[src/hw/ofpec_pkg.sv]
// package: register map, field positions and array geometry of the flash control block
package ofpec_pkg;
    // register byte addresses on the internal bus
    localparam logic [15:0] ADDR_CTRL_ONE = 16'hf020;
    localparam logic [15:0] ADDR_CTRL_TWO = 16'hf021;
    localparam logic [15:0] ADDR_POWER = 16'hf022;
    localparam logic [15:0] ADDR_BLOCK_SEL = 16'hf023;
    localparam logic [15:0] ADDR_ACCESS_EN = 16'hf02b;
    // reset values
    localparam logic [7:0] RESET_BYTE = 8'h00;
    // control one fields
    localparam int BIT_WRITE_EN = 6;
    localparam int BIT_ERASE_SETUP = 5;
    localparam int BIT_PROG_SETUP = 4;
    localparam int BIT_ERASE_VERIFY = 3;
    localparam int BIT_PROG_VERIFY = 2;
    localparam int BIT_ERASE = 1;
    localparam int BIT_PROG = 0;
    localparam logic [7:0] CTRL_ONE_MASK = 8'h7f;
    // control two field
    localparam int BIT_ERROR_FLAG = 7;
    // power control: bit 7 keeps the supply up in subactive
    localparam int BIT_KEEP_SUPPLY = 7;
    localparam logic [7:0] POWER_MASK = 8'h80;
    // access enable: bit 7 opens the control registers to writes
    localparam int BIT_REGS_ON = 7;
    localparam logic [7:0] ACCESS_MASK = 8'h80;
    // block select width and mask
    localparam int NUM_BLOCKS = 5;
    localparam logic [7:0] BLOCK_MASK = 8'h1f;
    // geometry
    localparam logic [15:0] SMALL_BLOCK_END = 16'h0fff;
    localparam logic [15:0] END_32K = 16'h7fff;
    localparam logic [15:0] END_16K = 16'h3fff;
    localparam int KBYTE_SHIFT = 10;
    localparam int UNIT_BYTES = 128;
    localparam logic [6:0] UNIT_OFFSET_MASK = 7'h7f;
    // bus access takes two states
    localparam logic [0:0] BUS_STATES_M1 = 1'h1;
    // operating modes
    typedef enum logic [1:0] {OFPEC_BOOT, OFPEC_USER, OFPEC_PROGRAMMER} ofpec_mode_t;
endpackage : ofpec_pkg

[src/hw/ofpec_ctrl.sv]
// flash program/erase control registers, mode sequencing and protection
// Contract
// - programming writes 128-byte units
// - units start at low byte 00 or 80
// - erase acts on one block only
// - 32k: four 1k blocks plus 28k
// - 16k: four 1k blocks plus 12k
// - boot erases whole array, user per block; hardware erases one block in every mode
// - boot mode matches host bit rate
// - subactive powers supply down, reads allowed
// - five byte registers, two-state byte access
// - flashless variant: reads undefined, writes ignored
// - software protection blocks program and erase
// - write enable low blocks other bits
// - erase needs enable and setup first
// - several block bits set clears all
// - error sets flag and protection state
module ofpec_ctrl
    import ofpec_pkg::*;
#(
    parameter bit IS_32K = 1'b1,
    parameter bit HAS_FLASH = 1'b1,
    parameter int RATE_CNT_W = 16
)
(
    // clock and reset
    input wire logic CLOCK,
    input wire logic RESET,
    // internal byte bus
    input wire logic BUS_SEL,
    input wire logic BUS_WR,
    input wire logic BUS_BYTE,
    input wire logic [15:0] BUS_ADDR,
    input wire logic [7:0] BUS_WDATA,
    output logic [7:0] BUS_RDATA,
    output logic BUS_READY,
    // chip state
    input wire ofpec_pkg::ofpec_mode_t MODE,
    input wire logic SUBACTIVE,
    input wire logic SYS_OSC_ACTIVE,
    input wire logic ARRAY_ERROR,
    // array write unit address
    input wire logic [15:0] ARRAY_ADDR,
    // boot serial line for rate measurement
    input wire logic BOOT_RXD,
    // array control outputs
    output logic PROGRAM_ACTIVE,
    output logic ERASE_ACTIVE,
    output logic [NUM_BLOCKS-1:0] ERASE_BLOCKS,
    output logic UNIT_ALIGNED,
    output logic SUPPLY_DOWN,
    output logic READ_ENABLE,
    output logic [RATE_CNT_W-1:0] BOOT_BIT_PERIOD,
    output logic BOOT_RATE_VALID
);
    import ofpec_pkg::*;

    logic [7:0] ctrl_one_q; // mode bits
    logic error_flag_q; // error flag, sticky until reset
    logic [7:0] power_q; // power control
    logic [7:0] block_sel_q; // erase block select
    logic [7:0] access_q; // access enable
    logic [0:0] state_cnt_q; // bus access state counter
    logic unit_start; // array address on a unit boundary, range included
    logic [RATE_CNT_W-1:0] rate_cnt_q; // low pulse length counter
    logic rxd_q; // previous serial level
    logic rate_busy_q; // measuring a low pulse

    // one-hot or all-zero check for block selects
    function automatic logic one_or_none(input logic [7:0] v);
        one_or_none = ((v & (v - 8'h01)) == 8'h00);
    endfunction : one_or_none

    // register hit helper
    function automatic logic hit(input logic [15:0] a, input logic [15:0] r);
        hit = (a == r);
    endfunction : hit

    // address decoding of array unit
    ofpec_map #(.IS_32K(IS_32K)) u_map
    (
        .addr(ARRAY_ADDR),
        .block_hit(),
        .in_array(),
        .unit_start(unit_start)
    );

    // accepted register write: byte only, flash variant only
    logic wr_ok;
    assign wr_ok = BUS_SEL && BUS_WR && BUS_BYTE && HAS_FLASH && (state_cnt_q == BUS_STATES_M1);

    // writes to control registers need access enable, except enable itself
    logic regs_open;
    assign regs_open = access_q[BIT_REGS_ON];

    // software write enable gates the other control one bits, block select and the strobes
    logic write_en;
    assign write_en = ctrl_one_q[BIT_WRITE_EN];

    // two-state access: ready in second state
    always_ff @(posedge CLOCK)
    begin
        if (RESET)
        begin
            state_cnt_q <= '0;
            BUS_READY <= 1'b0;
        end
        else if (BUS_SEL && !BUS_READY)
        begin
            // ready raised on second state of the access
            state_cnt_q <= state_cnt_q + 1'b1;
            BUS_READY <= (state_cnt_q == BUS_STATES_M1);
        end
        else
        begin
            state_cnt_q <= '0;
            BUS_READY <= 1'b0;
        end
    end

    // control one: write enable guards the other bits
    always_ff @(posedge CLOCK)
    begin
        if (RESET)
        begin
            ctrl_one_q <= RESET_BYTE;
        end
        else if (error_flag_q)
        begin
            // protection state drops every mode bit but keeps write enable
            ctrl_one_q <= ctrl_one_q & (8'h01 << BIT_WRITE_EN);
        end
        else if (wr_ok && regs_open && hit(BUS_ADDR, ADDR_CTRL_ONE))
        begin
            if (!write_en)
            begin
                // only write enable can be taken while it is low
                ctrl_one_q <= BUS_WDATA & (8'h01 << BIT_WRITE_EN);
            end
            else
            begin
                ctrl_one_q <= BUS_WDATA & CTRL_ONE_MASK;
                // erase enters only after setup already stood
                if (!ctrl_one_q[BIT_ERASE_SETUP])
                begin
                    ctrl_one_q[BIT_ERASE] <= 1'b0;
                end
                if (!ctrl_one_q[BIT_PROG_SETUP])
                begin
                    ctrl_one_q[BIT_PROG] <= 1'b0;
                end
            end
        end
    end

    // error flag: set on array error or wrong clock during an operation
    always_ff @(posedge CLOCK)
    begin
        if (RESET)
        begin
            error_flag_q <= 1'b0;
        end
        else if ((PROGRAM_ACTIVE || ERASE_ACTIVE) && (ARRAY_ERROR || !SYS_OSC_ACTIVE))
        begin
            error_flag_q <= 1'b1;
        end
    end

    // erase block select: cleared whenever write enable is low
    always_ff @(posedge CLOCK)
    begin
        if (RESET || !write_en)
        begin
            block_sel_q <= RESET_BYTE;
        end
        else if (!one_or_none(block_sel_q))
        begin
            block_sel_q <= RESET_BYTE;
        end
        else if (wr_ok && regs_open && hit(BUS_ADDR, ADDR_BLOCK_SEL))
        begin
            // several bits land, then clear on next edge
            block_sel_q <= BUS_WDATA & BLOCK_MASK;
        end
    end

    // power control and access enable registers
    always_ff @(posedge CLOCK)
    begin
        if (RESET)
        begin
            power_q <= RESET_BYTE;
            access_q <= RESET_BYTE;
        end
        else if (wr_ok && hit(BUS_ADDR, ADDR_ACCESS_EN))
        begin
            access_q <= BUS_WDATA & ACCESS_MASK;
        end
        else if (wr_ok && regs_open && hit(BUS_ADDR, ADDR_POWER))
        begin
            power_q <= BUS_WDATA & POWER_MASK;
        end
    end

    // read data; flashless variant returns filler since value is undefined
    always_ff @(posedge CLOCK)
    begin
        if (RESET)
        begin
            BUS_RDATA <= RESET_BYTE;
        end
        else if (!HAS_FLASH || !BUS_SEL || BUS_WR)
        begin
            BUS_RDATA <= RESET_BYTE;
        end
        else if (hit(BUS_ADDR, ADDR_CTRL_ONE))
        begin
            BUS_RDATA <= ctrl_one_q;
        end
        else if (hit(BUS_ADDR, ADDR_CTRL_TWO))
        begin
            BUS_RDATA <= {error_flag_q, 7'h00};
        end
        else if (hit(BUS_ADDR, ADDR_POWER))
        begin
            BUS_RDATA <= power_q;
        end
        else if (hit(BUS_ADDR, ADDR_BLOCK_SEL))
        begin
            BUS_RDATA <= block_sel_q;
        end
        else if (hit(BUS_ADDR, ADDR_ACCESS_EN))
        begin
            BUS_RDATA <= access_q;
        end
        else
        begin
            BUS_RDATA <= RESET_BYTE;
        end
    end

    // array strobes: program a whole aligned unit, erase one block
    always_ff @(posedge CLOCK)
    begin
        if (RESET)
        begin
            PROGRAM_ACTIVE <= 1'b0;
            ERASE_ACTIVE <= 1'b0;
            ERASE_BLOCKS <= '0;
            UNIT_ALIGNED <= 1'b0;
        end
        else
        begin
            // program only at a unit start, whole 128 bytes follow
            UNIT_ALIGNED <= unit_start;
            PROGRAM_ACTIVE <= write_en && !error_flag_q && ctrl_one_q[BIT_PROG] && unit_start;
            // boot program walks blocks itself; hardware still erases one
            ERASE_ACTIVE <= write_en && !error_flag_q && ctrl_one_q[BIT_ERASE] && ctrl_one_q[BIT_ERASE_SETUP]
                && one_or_none(block_sel_q) && (block_sel_q != 8'h00);
            ERASE_BLOCKS <= block_sel_q[NUM_BLOCKS-1:0];
        end
    end

    // supply power-down in subactive; reads stay allowed
    always_ff @(posedge CLOCK)
    begin
        if (RESET)
        begin
            SUPPLY_DOWN <= 1'b0;
            READ_ENABLE <= 1'b0;
        end
        else
        begin
            SUPPLY_DOWN <= SUBACTIVE && !power_q[BIT_KEEP_SUPPLY];
            READ_ENABLE <= 1'b1;
        end
    end

    // boot rate: time the start bit low pulse of the host's first byte
    always_ff @(posedge CLOCK)
    begin
        if (RESET)
        begin
            rxd_q <= 1'b1;
            rate_busy_q <= 1'b0;
            rate_cnt_q <= '0;
            BOOT_BIT_PERIOD <= '0;
            BOOT_RATE_VALID <= 1'b0;
        end
        else
        begin
            rxd_q <= BOOT_RXD;
            if (MODE != OFPEC_BOOT || BOOT_RATE_VALID)
            begin
                rate_busy_q <= 1'b0;
            end
            else if (rxd_q && !BOOT_RXD)
            begin
                rate_busy_q <= 1'b1;
                rate_cnt_q <= '0;
            end
            else if (rate_busy_q && BOOT_RXD)
            begin
                // rising edge ends the start bit: that is one bit time
                rate_busy_q <= 1'b0;
                BOOT_BIT_PERIOD <= rate_cnt_q;
                BOOT_RATE_VALID <= 1'b1;
            end
            else if (rate_busy_q && (rate_cnt_q != '1))
            begin
                rate_cnt_q <= rate_cnt_q + 1'b1;
            end
        end
    end
endmodule : ofpec_ctrl

[src/hw/ofpec_map.sv]
// address to erase block decoder and program unit alignment check
module ofpec_map
    import ofpec_pkg::*;
#(
    parameter bit IS_32K = 1'b1
)
(
    // address in
    input wire logic [15:0] addr,
    // decode results
    output logic [NUM_BLOCKS-1:0] block_hit,
    output logic in_array,
    output logic unit_start
);
    // top of array depends on the variant
    localparam logic [15:0] ARRAY_END = IS_32K ? END_32K : END_16K;

    // four 1k blocks low, one large block up to array end
    always_comb
    begin
        block_hit = '0;
        in_array = (addr <= ARRAY_END);
        if (!in_array)
        begin
            block_hit = '0;
        end
        else if (addr <= SMALL_BLOCK_END)
        begin
            block_hit[addr[KBYTE_SHIFT+1:KBYTE_SHIFT]] = 1'b1;
        end
        else
        begin
            block_hit[NUM_BLOCKS-1] = 1'b1;
        end
    end

    // unit starts where low byte is 00 or 80
    assign unit_start = in_array && (addr[$clog2(UNIT_BYTES)-1:0] == '0);
endmodule : ofpec_map

[config.mk]
export PLATFORM = sky130hd
export DESIGN_NAME = ofpec_ctrl
export DESIGN_NICKNAME = d
export VERILOG_FILES = /design/src/hw/ofpec_pkg.sv /design/src/hw/ofpec_ctrl.sv /design/src/hw/ofpec_map.sv
export SDC_FILE = /design/constraint.sdc
export NUM_CORES = 1
export LEC_CHECK = 0
export ABC_CLOCK_PERIOD_IN_PS = 2800
export BUFFER_PORTS_ARGS = -buffer_cell sky130_fd_sc_hd__buf_2
export CAP_MARGIN = 20
export CORE_MARGIN = 3
export CORE_UTILIZATION = 25
export DETAILED_ROUTE_END_ITERATION = 10
export SETUP_SLACK_MARGIN = 0.5
export SLEW_MARGIN = 20
export SYNTH_ARGS = -nofsm -noshare
export SYNTH_HDL_FRONTEND = slang
export SYNTH_SLANG_ARGS = --single-unit
export TNS_END_PERCENT = 50
[constraint.sdc]
create_clock -name CLOCK -period 2.8 [get_ports CLOCK]
set_input_delay 0.56 -clock CLOCK [delete_from_list [all_inputs] [get_ports CLOCK]]
set_output_delay 0.56 -clock CLOCK [all_outputs]
set_load 0.01 [all_outputs]
==> results of run 1 <==
report_power, final:
group / internal [mW] / switching [mW] / total (mW)
Combinational: 0.0425 / 0.0552 / 0.0976
Clock: 0.618 / 0.479 / 1.10
Sequential: 1.00 / 0.00297 / 1.00
synth_stat cells (all sizes together), types with 2 or more instances:
master,count
a2111oi,2
a211oi,2
a21oi,18
a22o,4
a31oi,17
and2,3
and3,6
and4,5
buf,2
clkbuf,19
dfxtp,70
inv,10
mux2i,18
nand2,18
nand2b,7
nand3,17
nand4,15
nand4b,2
nor2,25
nor2b,11
nor3,7
nor4,12
nor4bb,2
o211ai,2
o21ai,19
o311a,2
o311ai,2
o41ai,4
or3,5
or4,4
registers in the layout (all words and copies together), names as in the netlist:
signal,cells
BOOT_BIT_PERIOD,16
rate_cnt_q,16
BUS_RDATA,8
ctrl_one_q,7
ERASE_BLOCKS,5
block_sel_q,5
BOOT_RATE_VALID,1
BUS_READY,1
ERASE_ACTIVE,1
PROGRAM_ACTIVE,1
READ_ENABLE,1
SUPPLY_DOWN,1
UNIT_ALIGNED,1
access_q,1
error_flag_q,1
power_q,1
rate_busy_q,1
rxd_q,1
state_cnt_q,1
worst register-to-register path, cell delays in order, from the launching register on:
cell and delay, ns:
dfxtp_1 0.46, ha_1 0.29, nand4_1 0.22, nor4_1 0.35
buf_4 0.19, o21ai_0 0.11, buf_4 0.19, a31oi_1 0.16
per-stage QoR:
step / total power, mW / instance area (sq um) / hold WS (ns) / setup WS (ns)
6_report: 2.20 / 3920 / 0.402 / 0.570
5_1_grt: 2.28 / 3920 / 0.390 / 0.487
4_1_cts: 2.23 / 3920 / 0.388 / 0.579
3_5_place_dp: 1.12 / 3630 / 0.458 / 0.229
3_3_place_gp: 1.12 / 3630 / 0.446 / 0.245
2_1_floorplan: 1.07 / 3070 / 0.415 / 0.461
area by class of cell:
class                   instances  area, sq um
well taps                     143          179
inverters                      10         37.5
clock buffers                   9          225
repair buffers                 89          473
flip-flops and latches         70         1400
clock inverters                 7         62.6
fillers                      1234         7790
multi-input cells             243         1540
metal layers:
metal | wire length, um | part of all wire | track usage | vias to the layer above
met5 | 0 | 0 | 0 | -
met4 | 112 | 0.013 | 0.0474 | 0
met3 | 581 | 0.069 | 0.0373 | 14
met2 | 4140 | 0.49 | 0.223 | 115
met1 | 3620 | 0.43 | 0.153 | 1384
li1 | - | - | - | 1461
logic make-up (layout without fill, tap and decap cells):
kind of cell / Yosys count / after routing / synth area share
mux: 18 / 18 / 0.0588
flops: 70 / 70 / 0.457
simple gates: 143 / 143 / 0.269
compound gates: 79 / 79 / 0.165
xor+xnor: 1 / 1 / 0.00286
buf+inv: 31 / 115 / 0.0404
fa+ha+maj: 2 / 2 / 0.00735
worst min path at each step:
stage / end / cells after the start / slack, ns / startpoint
after floorplan: SUPPLY_DOWN$_SDFF_PP0_ / 1 / 0.42 / power_q[7]$_SDFFE_PP0P_
after global placement: state_cnt_q$_SDFF_PP0_ / 1 / 0.45 / BUS_READY$_SDFF_PP0_
after detailed placement: BUS_READY$_SDFF_PP0_ / 1 / 0.46 / BUS_READY$_SDFF_PP0_
after CTS: UNIT_ALIGNED$_SDFF_PP0_ / 2 / 0.39 / ARRAY_ADDR[15]
after global routing: UNIT_ALIGNED$_SDFF_PP0_ / 2 / 0.39 / ARRAY_ADDR[15]
final: UNIT_ALIGNED$_SDFF_PP0_ / 2 / 0.40 / ARRAY_ADDR[15]
what timing repair did:
item,4_1_cts,5_1_grt
endpoints found under the setup margin,0,3
gates resized for setup,0,1
buffers inserted,0,0
==> results.md, run 1 <==
* Outcome: finished, final reports clean
* Crit path required time at 3.08 ns
* Placed instance count at around 560
* Drt drc at 0
* Yosys top cell by area: dfxtp_1
* Final setup viols at 0
* Fin cells at 571
* Congestion Overflow GR at 0
* Clock Path Buffers at 2
* Synthesized instance count at 344
* Ant diodes at 0
* CP bufs+invs at 1
* Fin crit share at 0.796
* Crit Path Category: primary input to register
* Die H at between 100 and 150 um
* Skew-Pair Late Insertion Delay at 0.34 ns
* Most frequent CP cell: or4_4
* DRT antenna net count at 0
* RSZ-0062 raised after global routing: yes
* CTS tree: built
* CTS Buf Count at 9
* Worst path max stage delay at 0.66 ns
* CP Launch Point: BUS_ADDR[9]
* Period minus WS final at 2.23 ns
* CP endpoint: BUS_RDATA[4]$_SDFF_PP0_
* DIE AREA at 0.0136 sq mm
* Final setup TNS at 0 ns
* Reg2reg setup slack at 0.75 ns
* Hold Buf Count CTS at 0
* Layout Skew at roughly 0.0076 ns
* Max-slew violations at 0
* Num rows at 39
* Type of element capturing the critical path: register
* Largest net degree at the start of global routing at 22
* Share of cells above drive strength 1 at 0.262
* Final WL at 8450 um
* Critical path's slowest cell: or4_4
* Nets at 475
* Final Core Density at 0.335
* Final HPWL DP at slightly above 6000 um
* Syn Std Cell Area at 0.00307 sq mm
* GP Congestion at 0.847
* Initial Util at 0.262
* Vias per cell at 5.21
* I/O pin cnt at 87
* Yosys cell types at 48
* DR WL/cell at between 10 and 15 um
* Synth Register Bits at 70
* CP max FO at 19
* Worst-Margin Slew at between 0.5 and 0.6 ns
* Buffers on Ports at 78
* Power density cells at 560 mW/mm^2
* Vias in the first global route at 2915
* Initial DRC count at 146
* Slew headroom at 0.598
* Mapped Nets at 396
* Clock slew at reported path FFs at 0.06 ns
* Seq/Total Area, Yosys at 0.457
* Synth top area share at 0.457
* Initial antenna violation count at 0
* Syn Area/Cell at 8.91 sq um
* Critical Path Source Type: primary input
* Arrival time worst endpoint at ~2.5 ns
* Top post-synthesis cells by area: dfxtp_1, mux2i_1, a31oi_1
* Clock Tree Root: clkbuf_16
* Main flop type after synthesis: dfxtp_1
* VDD IR-drop max at roughly 0.26 mV
* Max-Cap Viols at 0
* Leakage at 1.64 nW
* R2R Path End: rate_cnt_q[3]$_SDFFE_PP0P_
* TritonCTS sink count at 70
* Ys Warns at 0
* Stages on worst setup path at 5
* Async SR Flop Fraction at 0
* Initial DRT Pass Iterations at 5
* Fmax at roughly 450 MHz
* Number of synthesized flops with an enable pin at 0
* Most common cell after layout, fill and taps aside: buf_2
* Reg2reg path depth at 7
* CP cell instances: buf_2, or4_4, or4_4, nor4_4, a32o_1
* All-layer global routing usage at 0.130
* Core ar. at 0.0117 sq mm
* HP Class: primary input to register
* First-pass GRT wire length at 14000 um
* Hold Vio Cnt, Final at 0
* Reg2reg start: rate_cnt_q[0]$_SDFFE_PP0P_
* Routed vias at between 2000 and 3000
* Most frequent cells in the layout: buf_2, dfxtp_1, nor2_1
* Die width at approximately 120 um
* Family with the most delay on the worst path: simple AND/OR/NAND/NOR gates
* P&R area growth vs syn at 28.0%
* # H-tree levels at 3
Note: power is estimated with default switching activity, not from simulation.
==> run 2: changes to the inputs <==
--- a/config.mk
+++ b/config.mk
@@ -5,7 +5,7 @@
 export SDC_FILE = /design/constraint.sdc
 export NUM_CORES = 1
 export LEC_CHECK = 0
-export ABC_CLOCK_PERIOD_IN_PS = 2800
+export ABC_CLOCK_PERIOD_IN_PS = 1920
 export BUFFER_PORTS_ARGS = -buffer_cell sky130_fd_sc_hd__buf_2
 export CAP_MARGIN = 20
 export CORE_MARGIN = 3
==> constraint.sdc (replaced) <==
create_clock -name CLOCK -period 1.92 [get_ports CLOCK]
set_input_delay 0.384 -clock CLOCK [delete_from_list [all_inputs] [get_ports CLOCK]]
set_output_delay 0.384 -clock CLOCK [all_outputs]
set_load 0.01 [all_outputs]
==> run 2 against run 1 <==
  * Non-clock buffer count increased by 30
  * First-iteration DRC count is 34% lower
  * Sequential cell count unchanged
  * Worst setup slack got worse by 0.50 ns
  * Sequential power up 46%
  * Clock skew shrank 0.0037 ns
  * Critical path depth is the same
  * Count of clock-buffer cells in the layout increased by 2
  * Core utilization rose by 3.1 points
==> results.md, run 2 (same netlist as run 1, synthesis figures left out) <==
* Outcome: finished, final reports clean
* VDD IR-drop max at 0.544 mV (+110%)
* GP Congestion at 0.857 (+1.3%)
* Clock Tree Root: clkbuf_16
* Num rows at 39 (unchanged)
* Final HPWL DP at 6470 um (+3.8%)
* Share of cells above drive strength 1 at 0.344 (+0.0825)
* Fin crit share at 0.963
* Initial DRT Pass Iterations at 4 (-1)
* Dpl cell area at 0.00386 sq mm (+6.2%)
* Nets at 507 (+6.7%)
* Max-Cap Viols at 0 (unchanged)
* DR WL/cell at 14.9 um (+0.49%)
* I/O pin cnt at 87 (unchanged)
* HP Class: primary input to register
* Final Cell Area at 0.00428 sq mm (+9.2%)
* Crit Path Category: primary input to register
* Fin cells at 602 (+5.4%)
* Power density cells at 728 mW/mm^2 (+30%)
* Worst path max stage delay at 0.56 ns (-0.10 ns)
* Critical path's slowest cell: or4_4
* Final setup TNS at 0 ns (unchanged)
* CTS tree: built
* Slew headroom at 0.574 (-0.0244)
* Clock Path Buffers at 2 (unchanged)
* Die H at 117 um (unchanged)
* Vias per cell at 5.17 (-0.78%)
* CP max FO at 7 (-12)
* Hold Vio Cnt, Final at 0 (unchanged)
* CTS Buf Count at 9 (unchanged)
* Period minus WS final at about 1.8 ns
* Placed instance count at 574 (+3.4%)
* Arrival time worst endpoint at 2.10 ns (-0.41 ns)
* Largest net degree at the start of global routing at 16 (-27%)
* Final worst slack at 0.0713 ns (-0.498 ns)
* Critical Path Source Type: primary input
* DIE AREA at 0.0136 sq mm (unchanged)
* CP cell instances: buf_6, or4_4, or4_4, or3_1, a211oi_2
* Skew-Pair Late Insertion Delay at 0.33 ns (about the same)
* All-layer global routing usage at 0.136 (+0.00621)
* TritonCTS sink count at 70 (unchanged)
* RSZ-0062 raised after global routing: yes
* Total Power at 3.12 mW (+42%)
* Max-slew violations at 0 (unchanged)
* Buffers on Ports at 78 (unchanged)
* Type of element capturing the critical path: register
* Initial antenna violation count at 0 (unchanged)
* Initial DRC count at 96 (-34%)
* Vias in the first global route at 2977 (+2.1%)
* Routed vias at 3111 (+4.6%)
* Final Core Density at 0.366 (+0.0308)
* Final setup viols at 0 (unchanged)
* Final WL at 8950 um (+5.9%)
* Hold Buf Count CTS at 0 (unchanged)
* Dpl ws at -0.320 ns (-0.549 ns)
* DRT antenna net count at 0 (unchanged)
* Initial Util at 0.262 (unchanged)
* Congestion Overflow GR at 0 (unchanged)
* Most frequent CP cell: or4_4
* Leakage at 1.83 nW (+12%)
* Worst-Margin Slew at 0.639 ns (+0.0447 ns)
* Worst hold margin at 0.222 ns (-0.179 ns)
* Drt drc at 0 (unchanged)
* Core ar. at 0.0117 sq mm (unchanged)
* Regs by FF count: BOOT_BIT_PERIOD (16), rate_cnt_q (16), BUS_RDATA (8)
* Die width at 117 um (unchanged)
* Clock slew at reported path FFs at 0.06 ns (about the same)
* Crit path required time at 2.18 ns (-0.90 ns)
* Layout Skew at 0.00398 ns (-0.00367 ns)
* Fmax at 541 MHz
* P&R area growth vs syn at 39.7%
* Ant diodes at 0 (unchanged)
* Most frequent cells in the layout: buf_2, dfxtp_1, buf_4
* Most common cell after layout, fill and taps aside: buf_2
* First-pass GRT wire length at 14500 um (+3.7%)
* # H-tree levels at 3 (unchanged)
run 2: path summary, 6_finish.rpt:
check	startpoint	endpoint	slack [ns]	depth (start not counted)
hold / removal	ARRAY_ADDR[6]	UNIT_ALIGNED$_SDFF_PP0_	0.22	2
setup / recovery	BUS_ADDR[9]	BUS_RDATA[7]$_SDFF_PP0_	0.07	5
hold reg to reg	BUS_READY$_SDFF_PP0_	BUS_READY$_SDFF_PP0_	0.46	1
setup reg to reg	rate_cnt_q[1]$_SDFFE_PP0P_	rate_cnt_q[1]$_SDFFE_PP0P_	0.16	7
run 2: metal layers:
layer,track usage,share of wire,wire length [um],vias to the layer above
met5,0,0,0,-
met4,0.0382,0.012,108,0
met3,0.0580,0.073,657,11
met2,0.226,0.49,4420,109
met1,0.160,0.42,3760,1470
li1,-,-,-,1521
run 2: worst max-delay path, delay by kind of cell:
kind / cells / cell delay [ns]
AOI/OAI and AO/OA: 1 / 0.19
and+or+nand+nor: 3 / 1.44
buffers and inverters: 1 / 0.09
run 2: cell type report:
class                      instances  area (sq um)
fill                            1201          7430
timing repair buffer             119           708
clock buffer                      11           243
clock inverter                     4          23.8
sequential                        70          1410
tap                              143           179
inverter                          10          37.5
multi-input combinational        245          1680
run 2: what timing repair did:
action	CTS	global route
cloned	0	2
resized for setup	5	20
pin swaps	5	7
setup endpoints to repair	38	38
setup buffers	1	10
run 2: power breakdown:
group,leakage [nW],internal [mW],total [mW],switching [mW]
clock network,0.135,0.896,1.50,0.603
registers,0.568,1.46,1.46,0.00476
logic,1.13,0.0696,0.157,0.0875
